===== src/flash_seq_regs.svh =====
`ifndef FLASH_SEQ_REGS_SVH
`define FLASH_SEQ_REGS_SVH
// Notes on behaviour
// - Program is setup code 40h then data, both to the target location.
// - Toggling output enable low-high-low refreshes status instead of a read-status command.
// - After the last operation write FFh to return the device to array reads.
// - Host clears status before any retry once an error flag is seen.
// - Program suspend B0h at any address; FFh reads elsewhere; D0h resumes.
// - Erase is 20h then D0h at the block address; nothing else starts it.
// - Erase suspend B0h anywhere; suspended flag valid once ready; D0h resumes.
// - Set lock bit is 60h then 01h at the block address; repeatable.
// - Clear lock bits is 60h then D0h anywhere, then FFh for array reads.

// Register offsets on the APB side
`define OFS_CTRL         12'h000
`define OFS_ADDR         12'h004
`define OFS_WDATA        12'h008
`define OFS_STATUS       12'h00C
`define OFS_RDATA        12'h010

// Control register fields
`define CTRL_OP_LSB      0
`define CTRL_GO_BIT      4
`define CTRL_PWRDN_BIT   8

// Status register fields (low byte mirrors the device status byte)
`define STAT_BUSY_BIT    8
`define STAT_SUSP_BIT    9
`define STAT_REFUSE_BIT  10
`define STAT_PWRDN_BIT   11

// Device status byte positions
`define ENGINE_READY_FLAG       7
`define SUSPENDED_FLAG          6
`define ERASE_CLEAR_ERROR_FLAG  5
`define PROGRAM_SET_ERROR_FLAG  4
`define VOLTAGE_ERROR_FLAG      3
`define PROTECT_ERROR_FLAG      1
`define ERROR_FLAG_MASK         8'h3A

// Device command codes
`define CMD_PROG_SETUP   8'h40
`define CMD_READ_ARRAY   8'hFF
`define CMD_READ_STATUS  8'h70
`define CMD_CLEAR_STATUS 8'h50
`define CMD_SUSPEND      8'hB0
`define CMD_CONFIRM      8'hD0
`define CMD_ERASE_SETUP  8'h20
`define CMD_LOCK_SETUP   8'h60
`define CMD_LOCK_SET     8'h01

// Pin timing, as nanoseconds and derived clock counts
`define CLK_PERIOD_NS    50
`define T_WE_LOW_NS      70
`define T_READ_ACC_NS    120
`define T_RECOVER_NS     50
`define WE_LOW_CYC       ((`T_WE_LOW_NS + `CLK_PERIOD_NS - 1) / `CLK_PERIOD_NS)
`define READ_ACC_CYC     ((`T_READ_ACC_NS + `CLK_PERIOD_NS - 1) / `CLK_PERIOD_NS)
`define RECOVER_CYC      ((`T_RECOVER_NS + `CLK_PERIOD_NS - 1) / `CLK_PERIOD_NS)

`endif


===== src/flash_seq_pkg.sv =====
package flash_seq_pkg;

  typedef enum logic [5:0]
  {
    SEQ_IDLE = 6'h01,
    SEQ_WR1  = 6'h02,
    SEQ_WR2  = 6'h04,
    SEQ_WRS  = 6'h08,
    SEQ_RDST = 6'h10,
    SEQ_RDAR = 6'h20
  } seq_state_t;

  typedef enum logic [3:0]
  {
    OP_READ_ARRAY   = 4'h0,
    OP_READ_STATUS  = 4'h1,
    OP_CLEAR_STATUS = 4'h2,
    OP_PROGRAM      = 4'h3,
    OP_ERASE        = 4'h4,
    OP_SUSPEND      = 4'h5,
    OP_RESUME       = 4'h6,
    OP_LOCK_SET     = 4'h7,
    OP_LOCK_CLEAR   = 4'h8
  } op_t;

  typedef enum logic [2:0]
  {
    CYC_IDLE    = 3'h1,
    CYC_STROBE  = 3'h2,
    CYC_RECOVER = 3'h4
  } cyc_state_t;

  typedef struct packed
  {
    cyc_state_t  st;
    logic [3:0]  cnt;
    logic        wr;
    logic [31:0] addr;
    logic [15:0] wdata;
    logic [15:0] rdata;
    logic        ce_n;
    logic        oe_n;
    logic        we_n;
    logic        dq_oe;
  } cyc_regs_t;

  typedef struct packed
  {
    seq_state_t  st;
    op_t         op;
    logic        issued;
    logic        susp_pend;
    logic        refused;
    logic        pwrdn;
    logic [31:0] addr;
    logic [15:0] wdata;
    logic [7:0]  status;
    logic [15:0] rdata;
  } seq_regs_t;

endpackage


===== src/flash_pin_cycle.sv =====
`include "flash_seq_regs.svh"

// One asynchronous bus cycle on the flash pins: a write strobe or a read
module flash_pin_cycle
#(
  parameter int AW      = 24,
  parameter int WE_CYC  = `WE_LOW_CYC,
  parameter int RD_CYC  = `READ_ACC_CYC,
  parameter int REC_CYC = `RECOVER_CYC
)
(
  input  wire logic          core_clk,
  input  wire logic          rst,
  input  wire logic          clk_en,
  input  wire logic          start,
  input  wire logic          is_write,
  input  wire logic [31:0]   addr,
  input  wire logic [15:0]   wdata,
  output logic               done,
  output logic [15:0]        rdata,
  output logic               flash_ce_n,
  output logic               flash_oe_n,
  output logic               flash_we_n,
  output logic [AW-1:0]      flash_addr,
  output logic [15:0]        flash_dq_o,
  output logic               flash_dq_oe,
  input  wire logic [15:0]   flash_dq_i
);

  flash_seq_pkg::cyc_regs_t cyc_ff;
  flash_seq_pkg::cyc_regs_t nxt_cyc;

  // Done is a handshake pulse, fine as a decode
  assign done        = (cyc_ff.st == flash_seq_pkg::CYC_RECOVER) && (cyc_ff.cnt == 4'h0);
  assign rdata       = cyc_ff.rdata;
  assign flash_ce_n  = cyc_ff.ce_n;
  assign flash_oe_n  = cyc_ff.oe_n;
  assign flash_we_n  = cyc_ff.we_n;
  assign flash_addr  = cyc_ff.addr[AW-1:0];
  assign flash_dq_o  = cyc_ff.wdata;
  assign flash_dq_oe = cyc_ff.dq_oe;

  // Strobe, then a recovery gap so every read ends with output enable high
  always_comb
  begin
    nxt_cyc = cyc_ff;
    case (cyc_ff.st)
      flash_seq_pkg::CYC_IDLE:
      begin
        if (start)
        begin
          nxt_cyc.st    = flash_seq_pkg::CYC_STROBE;
          nxt_cyc.wr    = is_write;
          nxt_cyc.addr  = addr;
          nxt_cyc.wdata = wdata;
          nxt_cyc.ce_n  = 1'b0;
          nxt_cyc.we_n  = !is_write;
          nxt_cyc.oe_n  = is_write;
          nxt_cyc.dq_oe = is_write;
          nxt_cyc.cnt   = is_write ? 4'(WE_CYC - 1) : 4'(RD_CYC - 1);
        end
      end
      flash_seq_pkg::CYC_STROBE:
      begin
        if (cyc_ff.cnt == 4'h0)
        begin
          if (!cyc_ff.wr)
            nxt_cyc.rdata = flash_dq_i;
          nxt_cyc.st   = flash_seq_pkg::CYC_RECOVER;
          nxt_cyc.we_n = 1'b1;
          nxt_cyc.oe_n = 1'b1;
          nxt_cyc.ce_n = 1'b1;
          nxt_cyc.cnt  = 4'(REC_CYC - 1);
        end
        else
          nxt_cyc.cnt = cyc_ff.cnt - 4'h1;
      end
      flash_seq_pkg::CYC_RECOVER:
      begin
        // Data held one gap past the write strobe for hold time
        if (cyc_ff.cnt == 4'h0)
        begin
          nxt_cyc.st    = flash_seq_pkg::CYC_IDLE;
          nxt_cyc.dq_oe = 1'b0;
        end
        else
          nxt_cyc.cnt = cyc_ff.cnt - 4'h1;
      end
      default:
        nxt_cyc.st = flash_seq_pkg::CYC_IDLE;
    endcase
  end

  always_ff @(posedge core_clk)
  begin
    if (rst)
      cyc_ff <= '{st: flash_seq_pkg::CYC_IDLE, ce_n: 1'b1, oe_n: 1'b1, we_n: 1'b1, default: '0};
    else if (clk_en)
      cyc_ff <= nxt_cyc;
  end
endmodule // flash_pin_cycle


===== src/flash_command_status_sequencer.sv =====
// Implementation choices: the APB slave port and the placing of the registers.
`include "flash_seq_regs.svh"

// Host-side sequencer: APB registers in, flash command cycles and status polling out
module flash_command_status_sequencer
#(
  parameter int AW = 24
)
(
  input  wire logic          core_clk,
  input  wire logic          rst,
  input  wire logic          clk_en,
  input  wire logic          psel,
  input  wire logic          penable,
  input  wire logic          pwrite,
  input  wire logic [11:0]   paddr,
  input  wire logic [31:0]   pwdata,
  output logic [31:0]        prdata,
  output logic               pready,
  output logic               pslverr,
  output logic               flash_ce_n,
  output logic               flash_oe_n,
  output logic               flash_we_n,
  output logic [AW-1:0]      flash_addr,
  output logic [15:0]        flash_dq_o,
  output logic               flash_dq_oe,
  input  wire logic [15:0]   flash_dq_i,
  output logic               reset_powerdown_n
);

  flash_seq_pkg::seq_regs_t seq_ff;
  flash_seq_pkg::seq_regs_t nxt_seq;
  logic                     cyc_start;
  logic                     cyc_wr;
  logic [15:0]              cyc_data;
  logic                     cyc_done;
  logic [15:0]              cyc_rdata;
  logic                     apb_wr;
  logic                     go;
  flash_seq_pkg::op_t       req_op;
  logic                     err_seen;
  logic                     launch;

  // First command byte of each operation
  function automatic logic [7:0] first_code(input flash_seq_pkg::op_t op);
    case (op)
      flash_seq_pkg::OP_READ_ARRAY:   first_code = `CMD_READ_ARRAY;
      flash_seq_pkg::OP_READ_STATUS:  first_code = `CMD_READ_STATUS;
      flash_seq_pkg::OP_CLEAR_STATUS: first_code = `CMD_CLEAR_STATUS;
      flash_seq_pkg::OP_PROGRAM:      first_code = `CMD_PROG_SETUP;
      flash_seq_pkg::OP_ERASE:        first_code = `CMD_ERASE_SETUP;
      flash_seq_pkg::OP_SUSPEND:      first_code = `CMD_SUSPEND;
      flash_seq_pkg::OP_RESUME:       first_code = `CMD_CONFIRM;
      default:                        first_code = `CMD_LOCK_SETUP;
    endcase
  endfunction

  // Operations that start the embedded engine
  function automatic logic engine_op(input flash_seq_pkg::op_t op);
    engine_op = (op == flash_seq_pkg::OP_PROGRAM) || (op == flash_seq_pkg::OP_ERASE) ||
                (op == flash_seq_pkg::OP_RESUME) || (op == flash_seq_pkg::OP_LOCK_SET) ||
                (op == flash_seq_pkg::OP_LOCK_CLEAR);
  endfunction

  function automatic logic known_op(input logic [3:0] code);
    known_op = (code <= 4'h8);
  endfunction

  flash_pin_cycle #(.AW(AW)) flash_pin_cycle_inst
  (
    .core_clk    (core_clk),
    .rst         (rst),
    .clk_en      (clk_en),
    .start       (cyc_start),
    .is_write    (cyc_wr),
    .addr        (seq_ff.addr),
    .wdata       (cyc_data),
    .done        (cyc_done),
    .rdata       (cyc_rdata),
    .flash_ce_n  (flash_ce_n),
    .flash_oe_n  (flash_oe_n),
    .flash_we_n  (flash_we_n),
    .flash_addr  (flash_addr),
    .flash_dq_o  (flash_dq_o),
    .flash_dq_oe (flash_dq_oe),
    .flash_dq_i  (flash_dq_i)
  );

  // APB slave always answers in the access cycle
  assign pready            = 1'b1;
  assign pslverr           = psel && penable && !((paddr == `OFS_CTRL) || (paddr == `OFS_ADDR) ||
                             (paddr == `OFS_WDATA) || (paddr == `OFS_STATUS) || (paddr == `OFS_RDATA));
  assign apb_wr            = psel && penable && pwrite && !pslverr;
  assign go                = apb_wr && (paddr == `OFS_CTRL) && pwdata[`CTRL_GO_BIT];
  assign req_op            = flash_seq_pkg::op_t'(pwdata[`CTRL_OP_LSB +: 4]);
  assign err_seen          = |(seq_ff.status & `ERROR_FLAG_MASK);
  assign reset_powerdown_n = !seq_ff.pwrdn;

  // Errors must be cleared before the engine is used again; no op while another runs
  assign launch = go && (seq_ff.st == flash_seq_pkg::SEQ_IDLE) && !seq_ff.pwrdn &&
                  known_op(pwdata[`CTRL_OP_LSB +: 4]) && !(engine_op(req_op) && err_seen);

  // Read mux over registered state
  always_comb
  begin
    prdata = 32'h0000_0000;
    case (paddr)
      `OFS_CTRL:   prdata = {23'h00_0000, seq_ff.pwrdn, 4'h0, seq_ff.op};
      `OFS_ADDR:   prdata = seq_ff.addr;
      `OFS_WDATA:  prdata = {16'h0000, seq_ff.wdata};
      `OFS_STATUS: prdata = {20'h0_0000, seq_ff.pwrdn, seq_ff.refused, seq_ff.susp_pend,
                             (seq_ff.st != flash_seq_pkg::SEQ_IDLE), seq_ff.status};
      `OFS_RDATA:  prdata = {16'h0000, seq_ff.rdata};
      default:     prdata = 32'h0000_0000;
    endcase
  end

  // Command sequencing and status capture
  always_comb
  begin
    nxt_seq   = seq_ff;
    cyc_start = 1'b0;
    cyc_wr    = 1'b1;
    cyc_data  = 16'h0000;
    case (seq_ff.st)
      flash_seq_pkg::SEQ_WR1:
      begin
        cyc_data  = {8'h00, first_code(seq_ff.op)};
        cyc_start = !seq_ff.issued;
      end
      flash_seq_pkg::SEQ_WR2:
      begin
        // Second write goes to the same latched address as the first
        if (seq_ff.op == flash_seq_pkg::OP_PROGRAM)
          cyc_data = seq_ff.wdata;
        else if (seq_ff.op == flash_seq_pkg::OP_LOCK_SET)
          cyc_data = {8'h00, `CMD_LOCK_SET};
        else
          cyc_data = {8'h00, `CMD_CONFIRM};
        cyc_start = !seq_ff.issued;
      end
      flash_seq_pkg::SEQ_WRS:
      begin
        cyc_data  = {8'h00, `CMD_SUSPEND};
        cyc_start = !seq_ff.issued;
      end
      flash_seq_pkg::SEQ_RDST, flash_seq_pkg::SEQ_RDAR:
      begin
        cyc_wr    = 1'b0;
        cyc_start = !seq_ff.issued;
      end
      default:
        cyc_start = 1'b0;
    endcase
    if (cyc_start)
      nxt_seq.issued = 1'b1;
    if (cyc_done)
    begin
      nxt_seq.issued = 1'b0;
      case (seq_ff.st)
        flash_seq_pkg::SEQ_WR1:
        begin
          if ((seq_ff.op == flash_seq_pkg::OP_PROGRAM) || (seq_ff.op == flash_seq_pkg::OP_ERASE) ||
              (seq_ff.op == flash_seq_pkg::OP_LOCK_SET) || (seq_ff.op == flash_seq_pkg::OP_LOCK_CLEAR))
            nxt_seq.st = flash_seq_pkg::SEQ_WR2;
          else if (seq_ff.op == flash_seq_pkg::OP_READ_ARRAY)
            nxt_seq.st = flash_seq_pkg::SEQ_RDAR;
          else if (seq_ff.op == flash_seq_pkg::OP_CLEAR_STATUS)
          begin
            nxt_seq.st     = flash_seq_pkg::SEQ_IDLE;
            nxt_seq.status = 8'h00;
          end
          else
            nxt_seq.st = flash_seq_pkg::SEQ_RDST;
        end
        flash_seq_pkg::SEQ_WR2, flash_seq_pkg::SEQ_WRS:
        begin
          nxt_seq.st        = flash_seq_pkg::SEQ_RDST;
          nxt_seq.susp_pend = 1'b0;
        end
        flash_seq_pkg::SEQ_RDST:
        begin
          // Keep refreshing status by re-strobing output enable until ready
          nxt_seq.status = cyc_rdata[7:0];
          if (cyc_rdata[`ENGINE_READY_FLAG] || (seq_ff.op == flash_seq_pkg::OP_READ_STATUS) || seq_ff.pwrdn)
          begin
            // A suspend left pending here would fire into the next, unrelated poll
            nxt_seq.st        = flash_seq_pkg::SEQ_IDLE;
            nxt_seq.susp_pend = 1'b0;
          end
          else if (seq_ff.susp_pend)
            nxt_seq.st = flash_seq_pkg::SEQ_WRS;
          else
            nxt_seq.st = flash_seq_pkg::SEQ_RDST;
        end
        default:
        begin
          nxt_seq.rdata = cyc_rdata;
          nxt_seq.st    = flash_seq_pkg::SEQ_IDLE;
        end
      endcase
    end
    // Register writes; a refused launch leaves a sticky mark until the next accepted one
    if (apb_wr && (paddr == `OFS_ADDR))
      nxt_seq.addr = pwdata;
    if (apb_wr && (paddr == `OFS_WDATA))
      nxt_seq.wdata = pwdata[15:0];
    if (apb_wr && (paddr == `OFS_CTRL))
      nxt_seq.pwrdn = pwdata[`CTRL_PWRDN_BIT];
    if (launch)
    begin
      nxt_seq.op      = req_op;
      nxt_seq.st      = flash_seq_pkg::SEQ_WR1;
      nxt_seq.refused = 1'b0;
    end
    else if (go && (req_op == flash_seq_pkg::OP_SUSPEND) && (seq_ff.st == flash_seq_pkg::SEQ_RDST) &&
             (nxt_seq.st != flash_seq_pkg::SEQ_IDLE))
      nxt_seq.susp_pend = 1'b1;
    else if (go)
      nxt_seq.refused = 1'b1;
    if (seq_ff.pwrdn)
      nxt_seq.status = 8'h00;
  end

  always_ff @(posedge core_clk)
  begin
    if (rst)
      seq_ff <= '{st: flash_seq_pkg::SEQ_IDLE, op: flash_seq_pkg::OP_READ_ARRAY, default: '0};
    else if (clk_en)
      seq_ff <= nxt_seq;
  end
endmodule // flash_command_status_sequencer


===== config.mk =====
export PLATFORM = sky130hd
export DESIGN_NAME = flash_command_status_sequencer
export DESIGN_NICKNAME = d
export VERILOG_FILES = /design/src/flash_seq_pkg.sv /design/src/flash_pin_cycle.sv /design/src/flash_command_status_sequencer.sv
export VERILOG_INCLUDE_DIRS = /design/src
export SDC_FILE = /design/constraint.sdc
export NUM_CORES = 1
export LEC_CHECK = 0
export ABC_AREA = 0
export BUFFER_PORTS_ARGS = -buffer_cell sky130_fd_sc_hd__buf_4
export CAP_MARGIN = 25
export CORE_MARGIN = 3
export CORE_UTILIZATION = 54
export DETAILED_ROUTE_END_ITERATION = 12
export PLACE_DENSITY = 0.88
export SLEW_MARGIN = 30
export SYNTH_ARGS = -nofsm -noshare
export SYNTH_HDL_FRONTEND = slang
export SYNTH_SLANG_ARGS = --single-unit

===== constraint.sdc =====
create_clock -name core_clk -period 3.15 [get_ports core_clk]
set_input_delay 0.1575 -clock core_clk [delete_from_list [all_inputs] [get_ports core_clk]]
set_output_delay 0.1575 -clock core_clk [all_outputs]
set_load 0.02 [all_outputs]

==> metrics.md, run 1 <==
| Metric | Value |
|---|---|
| Clock skew after layout | approximately 0.0057 ns |
| Initial standard-cell utilization of the core | a little under three fifths |
| CTS tree | done |
| Number of nets in the final layout | between 1000 and 1500 |
| Vert. Die Dim | roughly 120 µm |
| Max-Cap Viols | 0 |
| Number of buffers inserted for hold repair after clock tree synthesis | 40 |
| EDFF count, synth | 0 |
| Largest delay share family, worst path | simple AND/OR/NAND/NOR gates |
| Synthesized Nets | roughly 970 |
| Syn Inst Count | 900 |
| Wire length of the first global-routing pass | around 33 mm |
| CP peak stage delay | between 0.5 and 0.6 ns |
| Number of cell rows | 41 |
| Number of different library cells in the post-synthesis netlist | 71 |
| Overall routed net length | about 22 mm |
| Final Max Tran Viols | 0 |
| Final count of hold timing violations | 0 |
| Flop2flop setup slack | between 0.6 and 0.7 ns |
| Most common flop cell mapped by yosys | sky130_fd_sc_hd__dfxtp_1 |
| Internal cell power | about 0.0034 W |
| Vias/cell | just under 6 |
| Maximum number of pins on one net before global-route repair | 96 |
| Resized Gates After CTS | 0 |
| Gpl congestion | just over 0.9 |
| FF+latch count, synth | around 150 |
| Number of cells traversed by the worst register-to-register path | 8 |
| Cells along the critical path | inv_1 -> ha_1 -> nor3b_2 -> nand2_1 -> nor3_1 -> nand2b_1 -> nand2_1 -> a21oi_1 |
| Setup repair bufs after CTS | 0 |
| Final HPWL DP | approximately 14 mm |
| Number of port buffers | roughly 140 |
| Maximum level of the CTS H-tree | 4 |
| Reg2reg start | flash_pin_cycle_inst.cyc_ff[69] |
| Hold path endpoint | seq_ff[58] |
| TritonCTS Buffers | 17 |
| Portion of total power attributed to sequential cells | between 40% and 50% |
| Pwr Total | ~0.0043 W |
| Sequential element share of the synthesized area | 42.1% |
| Unrepaired setup endpoints after global routing | no |
| Time the final worst path needs with I/O delays and setup | around 2.5 ns |
| Count of routing violations after the opening detailed-route iteration | roughly 1000 |
| Post-route ant nets | 0 |
| Post-layout worst setup margin | 0.617 ns |
| Leakage | 3.46 nW |
| Die area | between 0.015 and 0.02 mm² |
| Number of design rule violations left after detail routing | 0 |
| Die X-Extent | about 120 µm |
| Slowest cell on crit path | sky130_fd_sc_hd__nand2b_1 |
| Crit start category | flop |
| Overflow left after global routing | 0 |
| Critical Path AT | 2.79 ns |
| Count of pins on the block boundary | 145 |
| CP required | 3.41 ns |
| Switching power of the nets | 0.000883 W |
| Measured slew at the worst slew-check pin | ~0.94 ns |
| Kind of end point of the critical path | flop |
| End-of-flow core utilization | between 70% and 80% |
| Startpoint of the most critical hold path | pwdata[18] |
| Peak clock frequency supported by timing | slightly below 400 MHz |
| Largest fanout on the critical path | 16 |
| Commonest non-fill, non-tap cells in the layout | 178 x sky130_fd_sc_hd__nand2_1, 154 x sky130_fd_sc_hd__dfxtp_1, 154 x sky130_fd_sc_hd__buf_4 |
| Combined area of all synthesized cells | 0.00733 mm² |
| IR Drop Worst-Case VDD | 0.000461 V |
| Area growth from synthesis to final layout | 24.7% |
| Buffer depth of the longest clock path | 2 |
| Via count | 6947 |
| Hold Crit Depth | 3 |
| Clock net sink count | 154 |
| Global routing usage summed across all routing layers | approximately 29% |
| Final period utilization | 80.4% |
| Number of warnings reported in the yosys synthesis log | 0 |
| Clk pin slew, worst setup/hold paths | approximately 0.060 ns |
| CP Class | reg2reg |
| Classification of the worst-slack hold path | in2reg |
| Sum of buffers and inverters on the critical path | 1 |
| Clock root buffer | sky130_fd_sc_hd__clkbuf_16 |
| Endpoint of the lowest-slack register-to-register path | flash_pin_cycle_inst.rdata[10] |
| Core Footprint | 0.0129 mm² |
| Initial antenna violation count | 0 |
| Number of detailed-routing iterations run before antenna repair | 6 |
| Fraction of synthesis flops using an asynchronous set or reset pin | 0% |
| Share of power burned in combinational logic | approximately 4.4% |
| Switching share of power | 20.6% |
| Run status | complete, no violations |
| Headroom to the max-slew limit | 37.6% |
| Most used cell, CP | sky130_fd_sc_hd__nand2_1 |
| Fin Setup TNS | 0 ns |
| Portion of total power attributed to the clock network | around half |
| Most common library cell in the layout ignoring fill and taps | sky130_fd_sc_hd__nand2_1 |
| Average wire per standard cell | about 18 µm |
| Power density of the placed cells | 470 mW/mm² |
| Share of layout cells above drive strength 1 | about 21% |
| Clock insertion delay at the later pin of the skew report | 0.42 ns |
| DP Worst Slack | between 0.6 and 0.7 ns |
| Via count of the first global-routing pass | between 6000 and 7000 |
| Count of final setup violators | 0 |
| Syn Area/Cell | between 8 and 9 µm² |
## state kept, by name (all words and copies together), names as in the netlist
signal	cells
flash_pin_cycle_inst.rdata	16
flash_pin_cycle_inst.flash_addr	24
flash_pin_cycle_inst.cyc_ff	8
flash_pin_cycle_inst.flash_we_n	1
flash_pin_cycle_inst.flash_ce_n	1
flash_pin_cycle_inst.flash_dq_oe	1
flash_pin_cycle_inst.flash_oe_n	1
flash_pin_cycle_inst.flash_dq_o	16
seq_ff	86
## tightest hold or removal path, stage by stage
cell	delay (ns)
sky130_fd_sc_hd__buf_4	0.12
sky130_fd_sc_hd__nand2_1	0.06
sky130_fd_sc_hd__a21oi_1	0.06
## metal layers
metal | track usage, % | part of all wire (%) | wire length [µm] | up-vias
met5 | 0 | 0 | 0 | -
met4 | 12.4 | 3.2 | 693 | 0
met3 | 5.85 | 10 | 2160 | 62
met2 | 45.1 | 47 | 10200 | 429
met1 | 38.0 | 40 | 8580 | 3201
li1 | - | - | - | 3255
## worst max path at each step
stage,startpoint,endpoint,slack (ns),cells after the start
CTS,flash_pin_cycle_inst.cyc_ff[69],flash_pin_cycle_inst.rdata[10],0.65,8
finish,flash_pin_cycle_inst.cyc_ff[69],flash_pin_cycle_inst.rdata[10],0.62,8
global placement,seq_ff[82],flash_pin_cycle_inst.flash_dq_o[10],0.84,7
floorplan,flash_pin_cycle_inst.cyc_ff[69],seq_ff[10],1.18,9
detailed placement,flash_pin_cycle_inst.cyc_ff[69],flash_pin_cycle_inst.rdata[12],0.70,8
global route,flash_pin_cycle_inst.cyc_ff[69],flash_pin_cycle_inst.rdata[10],0.42,8
## final cells by class
cell class / instances / area, µm²
well taps: 172 / 215
inverters: 13 / 48.8
clock buffers: 21 / 460
repair buffers: 194 / 1560
diodes: 1 / 2.50
clock inverters: 11 / 168
fillers: 948 / 3790
flip-flops and latches: 154 / 3080
multi-input cells: 630 / 3600
## cells by family (layout without fill, tap and decap cells)
| family | count (synthesis) | in the layout | share of synthesized area, % |
|---|---|---|---|
| AO/OA/AOI/OAI | 176 | 176 | 14.9 |
| XOR/XNOR | 5 | 5 | 0.598 |
| adder cells (fa/ha/maj) | 2 | 2 | 0.342 |
| buffers and inverters | 116 | 239 | 8.98 |
| flip-flops | 154 | 154 | 42.1 |
| multiplexers | 51 | 51 | 7.36 |
| other | 1 | 2 | 0.0512 |
| AND/OR/NAND/NOR | 395 | 395 | 25.7 |
## power by group through the flow
stage               registers, W  clock network, W  logic [W]
global route             0.00195           0.00226   0.000197
global placement         0.00199                 0   0.000140
finish                   0.00195           0.00216   0.000187
detailed placement       0.00199                 0   0.000141
CTS                      0.00195           0.00217   0.000181
floorplan                0.00199                 0  0.0000576
## cell usage after synthesis (3+ instances only)
library cell | instances | area (µm²)
sky130_fd_sc_hd__clkbuf_1 | 35 | 131
sky130_fd_sc_hd__nand2b_1 | 11 | 68.8
sky130_fd_sc_hd__nor3b_1 | 5 | 37.5
sky130_fd_sc_hd__nor2_1 | 95 | 357
sky130_fd_sc_hd__a222oi_1 | 4 | 40.0
sky130_fd_sc_hd__nor4_1 | 5 | 31.3
sky130_fd_sc_hd__buf_4 | 47 | 353
sky130_fd_sc_hd__a21oi_1 | 103 | 515
sky130_fd_sc_hd__a221o_1 | 9 | 90.1
sky130_fd_sc_hd__nand3_1 | 25 | 125
sky130_fd_sc_hd__inv_1 | 13 | 48.8
sky130_fd_sc_hd__xor2_1 | 4 | 35.0
sky130_fd_sc_hd__and2_1 | 18 | 113
sky130_fd_sc_hd__nor3_1 | 17 | 85.1
sky130_fd_sc_hd__o21ai_0 | 22 | 110
sky130_fd_sc_hd__or3_1 | 3 | 18.8
sky130_fd_sc_hd__nand4_1 | 4 | 25.0
sky130_fd_sc_hd__mux2_2 | 3 | 33.8
sky130_fd_sc_hd__nor2b_1 | 4 | 25.0
sky130_fd_sc_hd__a31oi_1 | 5 | 31.3
sky130_fd_sc_hd__buf_2 | 18 | 90.1
sky130_fd_sc_hd__nand2_1 | 178 | 668
sky130_fd_sc_hd__a22oi_1 | 4 | 30.0
sky130_fd_sc_hd__a211oi_1 | 7 | 52.6
sky130_fd_sc_hd__dfxtp_1 | 154 | 3080
sky130_fd_sc_hd__and3_1 | 3 | 18.8
sky130_fd_sc_hd__mux2i_1 | 46 | 460
sky130_fd_sc_hd__nor4_4 | 3 | 63.8
sky130_fd_sc_hd__and4_1 | 3 | 26.3
## stage by stage
step | std cells | hold WS (ns) | instance area (µm²)
CTS | 1195 | 0.000688 | 9130
global placement | 1123 | 0.402 | 8100
finish | 1196 | 0.0139 | 9130
floorplan | 900 | 0.293 | 7330
detailed placement | 1123 | 0.412 | 8100
global route | 1195 | 0.0257 | 9130
(Power assumes the default switching activity.)
==> run 2: changes to the inputs <==
==> constraint.sdc (replaced) <==
create_clock -name core_clk -period 2.61 [get_ports core_clk]
set_input_delay 0.1305 -clock core_clk [delete_from_list [all_inputs] [get_ports core_clk]]
set_output_delay 0.1305 -clock core_clk [all_outputs]
set_load 0.02 [all_outputs]
==> metrics.md, run 2 (synthesized netlist as in run 1, its figures left out) <==
| Metric | Value |
|---|---|
| Clock skew after layout | ~0.0081 ns |
| Overall routed net length | 21.9 mm |
| Count of final setup violators | 0 |
| Number of cell rows | ~40 |
| Number of design rule violations left after detail routing | 0 |
| Final count of hold timing violations | 0 |
| End-of-flow core utilization | 71.3% |
| Largest fanout on the critical path | 23 |
| Critical Path AT | around 2.7 ns |
| Clock root buffer | sky130_fd_sc_hd__clkbuf_16 |
| Clock net sink count | around 150 |
| Count of routing violations after the opening detailed-route iteration | 904 |
| Largest Register | seq_ff |
| Die area | between 0.015 and 0.02 mm² |
| Largest register FFs | 86 |
| Crit start category | flop |
| Time the final worst path needs with I/O delays and setup | approximately 2.4 ns |
| Number of port buffers | 143 |
| Wire length of the first global-routing pass | 34.4 mm |
| Headroom to the max-slew limit | between 40% and 50% |
| Maximum number of pins on one net before global-route repair | roughly 110 |
| Unrepaired setup endpoints after global routing | no |
| Overflow left after global routing | 0 |
| Count of pins on the block boundary | roughly 150 |
| IR Drop Worst-Case VDD | roughly 0.00046 V |
| Leakage | 3.51 nW |
| Share of layout cells above drive strength 1 | 21.3% |
| Most common library cell in the layout ignoring fill and taps | sky130_fd_sc_hd__nand2_1 |
| Number of nets in the final layout | 1092 |
| Power density of the placed cells | around 540 mW/mm² |
| Global routing usage summed across all routing layers | about 29% |
| CTS tree | done |
| Classification of the worst-slack hold path | in2reg |
| Buffer depth of the longest clock path | 2 |
| Initial standard-cell utilization of the core | between 50 and 60% |
| Maximum level of the CTS H-tree | 4 |
| Clock insertion delay at the later pin of the skew report | 0.43 ns |
| Die X-Extent | between 100 and 150 µm |
| Kind of end point of the critical path | flop |
| Clk pin slew, worst setup/hold paths | approximately 0.06 ns |
| Measured slew at the worst slew-check pin | 0.751 ns |
| Average wire per standard cell | roughly 18 µm |
| Post-route ant nets | 0 |
| Number of detailed-routing iterations run before antenna repair | 5 |
| Final period utilization | ~91% |
| Via count of the first global-routing pass | roughly 6600 |
| TritonCTS Buffers | 17 |
| CP Class | reg2reg |
| Vias/cell | slightly below 6 |
| Final HPWL DP | 14.1 mm |
| Run status | complete, no violations |
| CP required | 2.96 ns |
| Setup repair bufs after CTS | 0 |
| Final Max Tran Viols | 0 |
| Number of buffers inserted for hold repair after clock tree synthesis | 47 |
| Vert. Die Dim | roughly 120 µm |
| Fin Setup TNS | 0 ns |
| Area growth from synthesis to final layout | 25.9% |
| Max-Cap Viols | 0 |
| Peak clock frequency supported by timing | ~420 MHz |
| Resized Gates After CTS | 0 |
| Core Footprint | between 0.01 and 0.015 mm² |
| Commonest non-fill, non-tap cells in the layout | 178 x sky130_fd_sc_hd__nand2_1, 160 x sky130_fd_sc_hd__buf_4, 154 x sky130_fd_sc_hd__dfxtp_1 |
| Via count | between 7000 and 8000 |
| Gpl congestion | between 0.8 and 0.9 |
| Initial antenna violation count | 0 |
## run 2: path summary, 6_finish.rpt
path | startpoint | slack, ns | depth (start not counted) | end
worst max-delay path | seq_ff[83] | 0.24 | 7 | flash_pin_cycle_inst.flash_dq_o[14]
worst min-delay path | pwdata[0] | 0.02 | 3 | seq_ff[76]
worst max register to register | seq_ff[83] | 0.24 | 7 | flash_pin_cycle_inst.flash_dq_o[14]
worst min register to register | seq_ff[64] | 0.45 | 2 | seq_ff[64]
## run 2: layer usage
metal,up-vias,track usage [%],share of wire [%]
li1,3293,-,-
met1,3287,38.3,41
met2,373,46.9,47
met3,55,7.24,8.8
met4,0,11.3,2.9
met5,-,0,0
## run 2: through the flow
step | cells | worst slack (ns) | hold WS (ns) | power [W] | instance area [µm²]
5_1_grt | 1209 | 0.0530 | 0.0337 | 0.00513 | 9220
3_3_place_gp | 1130 | 0.427 | 0.376 | 0.00257 | 8170
2_1_floorplan | 900 | 0.638 | 0.266 | 0.00247 | 7330
3_5_place_dp | 1130 | 0.371 | 0.381 | 0.00258 | 8170
4_1_cts | 1209 | 0.307 | 0.00549 | 0.00500 | 9220
6_report | 1210 | 0.239 | 0.0186 | 0.00501 | 9220
## run 2: layout make-up
| class | instances | area (µm²) |
|---|---|---|
| Clock buffer | 20 | 467 |
| Clock inverter | 12 | 113 |
| Sequential cell | 154 | 3080 |
| Tap cell | 172 | 215 |
| Fill cell | 927 | 3710 |
| Timing Repair Buffer | 208 | 1690 |
| Antenna cell | 1 | 2.50 |
| Multi-Input combinational cell | 630 | 3600 |
| Inverter | 13 | 48.8 |
## run 2: where the power goes
group / switching [W] / internal (W) / total [W]
Clock: 0.00102 / 0.00140 / 0.00242
Sequential: 0.00000000198 / 0.00235 / 0.00235
Combinational: 0.000111 / 0.000126 / 0.000237
Total: 0.00113 / 0.00387 / 0.00501
## run 2: worst max-delay path, stage by stage, from the launching register on
cell                       delay (ns)
sky130_fd_sc_hd__dfxtp_1         0.62
sky130_fd_sc_hd__xor2_1          0.22
sky130_fd_sc_hd__a221oi_2        0.11
sky130_fd_sc_hd__o21ai_2         0.19
sky130_fd_sc_hd__and4_1          0.45
sky130_fd_sc_hd__buf_4           0.35
sky130_fd_sc_hd__nand3_1         0.14
sky130_fd_sc_hd__a21oi_1         0.19
==> run 3: changes to the inputs <==
--- a/config.mk
+++ b/config.mk
@@ -16,4 +16,5 @@
 export SLEW_MARGIN = 30
 export SYNTH_ARGS = -nofsm -noshare
 export SYNTH_HDL_FRONTEND = slang
+export SYNTH_HIERARCHICAL = 1
 export SYNTH_SLANG_ARGS = --single-unit
==> metrics.md, run 3 <==
| Metric | Value |
|---|---|
| Clk pin slew, worst setup/hold paths | 0.06 ns |
| End-of-flow core utilization | 72.5% |
| Headroom to the max-slew limit | a little under three fifths |
| Final Max Tran Viols | 0 |
| Unrepaired setup endpoints after global routing | no |
| Count of fill cells added during filler insertion | between 900 and 1000 |
| Wire length of the first global-routing pass | 31.9 mm |
| Time the final worst path needs with I/O delays and setup | between 2 and 3 ns |
| CP required | between 2 and 3 ns |
| Leading cell types by total area after synthesis | sky130_fd_sc_hd__dfxtp_1 42%, sky130_fd_sc_hd__mux2i_1 9.7%, sky130_fd_sc_hd__nand2_1 7.9% |
| Clock insertion delay at the later pin of the skew report | approximately 0.43 ns |
| IR Drop Worst-Case VDD | approximately 0.00058 V |
| Power density of the placed cells | about 540 mW/mm² |
| EDFF count, synth | 0 |
| Die area | ~0.015 mm² |
| Syn Inst Count | slightly below 900 |
| Area growth from synthesis to final layout | 27.6% |
| Count of pins on the block boundary | around 150 |
| Initial antenna violation count | 0 |
| Clock root buffer | sky130_fd_sc_hd__clkbuf_16 |
| Critical Path AT | about 2.9 ns |
| Count of final setup violators | 0 |
| Commonest non-fill, non-tap cells in the layout | 171 x sky130_fd_sc_hd__buf_4, 154 x sky130_fd_sc_hd__nand2_1, 154 x sky130_fd_sc_hd__dfxtp_1 |
| Top cell type's share of synthesized area | about two fifths |
| Vert. Die Dim | about 120 µm |
| Top cells by instance count after synthesis | 154 x sky130_fd_sc_hd__dfxtp_1, 154 x sky130_fd_sc_hd__nand2_1, 97 x sky130_fd_sc_hd__nor2_1 |
| Setup repair bufs after CTS | 0 |
| Run status | complete, no violations |
| Largest register FFs | between 80 and 90 |
| CP Class | reg2reg |
| Flop2flop setup slack | roughly 0.10 ns |
| Synthesized Nets | around 950 |
| Most common flop cell mapped by yosys | sky130_fd_sc_hd__dfxtp_1 |
| Core Footprint | about 0.013 mm² |
| Number of warnings reported in the yosys synthesis log | 6 |
| Final count of hold timing violations | 0 |
| Classification of the worst-slack hold path | in2reg |
| Number of cell rows | 41 |
| Initial standard-cell utilization of the core | between 50% and 60% |
| Clock skew after layout | between 0.008 and 0.009 ns |
| Number of detailed-routing iterations run before antenna repair | 6 |
| Pwr Total | between 0.005 and 0.006 W |
| Number of different library cells in the post-synthesis netlist | between 60 and 70 |
| Leakage | approximately 3.7 nW |
| Most common library cell in the layout ignoring fill and taps | sky130_fd_sc_hd__buf_4 |
| Clock net sink count | roughly 150 |
| Maximum level of the CTS H-tree | 4 |
| Post-route worst hold slack | ~0.0092 ns |
| Cell taking the most area after synthesis | sky130_fd_sc_hd__dfxtp_1 |
| Kind of end point of the critical path | flop |
| Via count | around 7000 |
| Crit start category | flop |
| Buffer depth of the longest clock path | 2 |
| Diodes inserted | 0 |
| Area taken by flip-flops and latches | just over 0.003 mm² |
| Final period utilization | between 90% and 100% |
| Combined area of all synthesized cells | approximately 0.0073 mm² |
| DP Worst Slack | 0.00475 ns |
| Vias/cell | around 5.7 |
| Fin Setup TNS | 0 ns |
| Overall routed net length | between 20 and 25 mm |
| CTS tree | done |
| Sequential element share of the synthesized area | 42.0% |
| Overflow left after global routing | 0 |
| FF+latch count, synth | between 150 and 200 |
| Max-Cap Viols | 0 |
| Global routing usage summed across all routing layers | between 20% and 30% |
| Post-layout worst setup margin | roughly 0.10 ns |
| TritonCTS Buffers | 17 |
| Average wire per standard cell | 17.4 µm |
| Via count of the first global-routing pass | about 6300 |
| Peak clock frequency supported by timing | 399 MHz |
| Post-route ant nets | 0 |
| Maximum number of pins on one net before global-route repair | 65 |
| Area occupied by multi-input gates | 0.00353 mm² |
| Number of nets in the final layout | between 1000 and 1500 |
| Share of layout cells above drive strength 1 | ~22% |
| Die X-Extent | ~120 µm |
| Measured slew at the worst slew-check pin | between 0.6 and 0.7 ns |
| Number of port buffers | between 100 and 150 |
| Gpl congestion | roughly 0.91 |
| Largest Register | seq_ff |
| Number of design rule violations left after detail routing | 0 |
| Fraction of synthesis flops using an asynchronous set or reset pin | 0% |
| Largest fanout on the critical path | 20 |
| Final HPWL DP | roughly 13 mm |
| Syn Area/Cell | approximately 8.3 µm² |
| Count of routing violations after the opening detailed-route iteration | around 660 |
[run 3: cell types whose count changed after synthesis, sizes merged, moves of 6 or more]
cell,delta
a21oi,-34
a221o,-9
a22oi,+15
a2bb2oi,+6
and2,+8
buf,+9
mux2i,+25
nand2,-24
nand2b,-6
nand3,-9
nor3,-6
o21ai,-7
o31ai,+6
[run 3: repair_timing]
item,4_1_cts,5_1_grt
hold endpoints to repair,57,0
endpoints found under the setup margin,6,44
resized for setup,1,5
hold buffers,45,0
cloned,0,1
[run 3: logic make-up after synthesis]
kind of cell	share of synthesized area, %
fa+ha+maj	0.341
buf+inv	10.4
flops	42.0
mux	9.83
simple gates	22.6
other cells	0.0511
xor+xnor	0.716
compound gates	14.1
[run 3: worst paths after layout]
kind	cells past startpoint	end	startpoint
max reg2reg	8	flash_pin_cycle_inst/flash_addr[18]	seq_ff[85]
min reg2reg	2	flash_pin_cycle_inst/flash_addr[21]	flash_pin_cycle_inst/flash_addr[21]
min	3	flash_pin_cycle_inst/rdata[9]	flash_dq_i[9]
max	8	flash_pin_cycle_inst/flash_addr[18]	seq_ff[85]
[run 3: worst max-delay path, cell delays in order (launching register included)]
cell	delay, ns
sky130_fd_sc_hd__dfxtp_1	0.31
sky130_fd_sc_hd__or4_4	0.56
sky130_fd_sc_hd__or3b_1	0.45
sky130_fd_sc_hd__a31oi_4	0.20
sky130_fd_sc_hd__and3b_2	0.26
sky130_fd_sc_hd__and2_4	0.21
sky130_fd_sc_hd__buf_12	0.17
sky130_fd_sc_hd__nand2_1	0.07
sky130_fd_sc_hd__a21oi_1	0.17
[run 3: final cells by class]
class / instances / area share (%)
clock buffer: 25 / 5.29
clock inverter: 7 / 1.20
inverter: 19 / 0.761
multi-input combinational: 593 / 37.7
sequential: 154 / 32.9
tap: 172 / 2.30
timing repair buffer: 222 / 19.8
[run 3: metal layers]
metal,vias up,routed length [µm],GRT usage (%)
met1,3188,8560,35.6
met4,0,641,12.0
li1,3218,-,-
met5,-,0,0
met2,374,9740,42.6
met3,55,1800,6.13
[run 3: per-stage QoR]
stage	instance area [µm²]	std cells
final	9370	1192
after detailed placement	8260	1114
after floorplan	7340	880
after global placement	8260	1114
after global routing	9370	1192
after CTS	9320	1191
[run 3: power by group]
| group | internal, W | total (W) | switching, W | leakage (nW) |
|---|---|---|---|---|
| sequential | 0.00235 | 0.00235 | 0.000000456 | 1.24 |
| clock | 0.00160 | 0.00252 | 0.000920 | 0.297 |
| combinational | 0.000124 | 0.000230 | 0.000106 | 2.16 |
| total | 0.00408 | 0.00510 | 0.00103 | 3.70 |
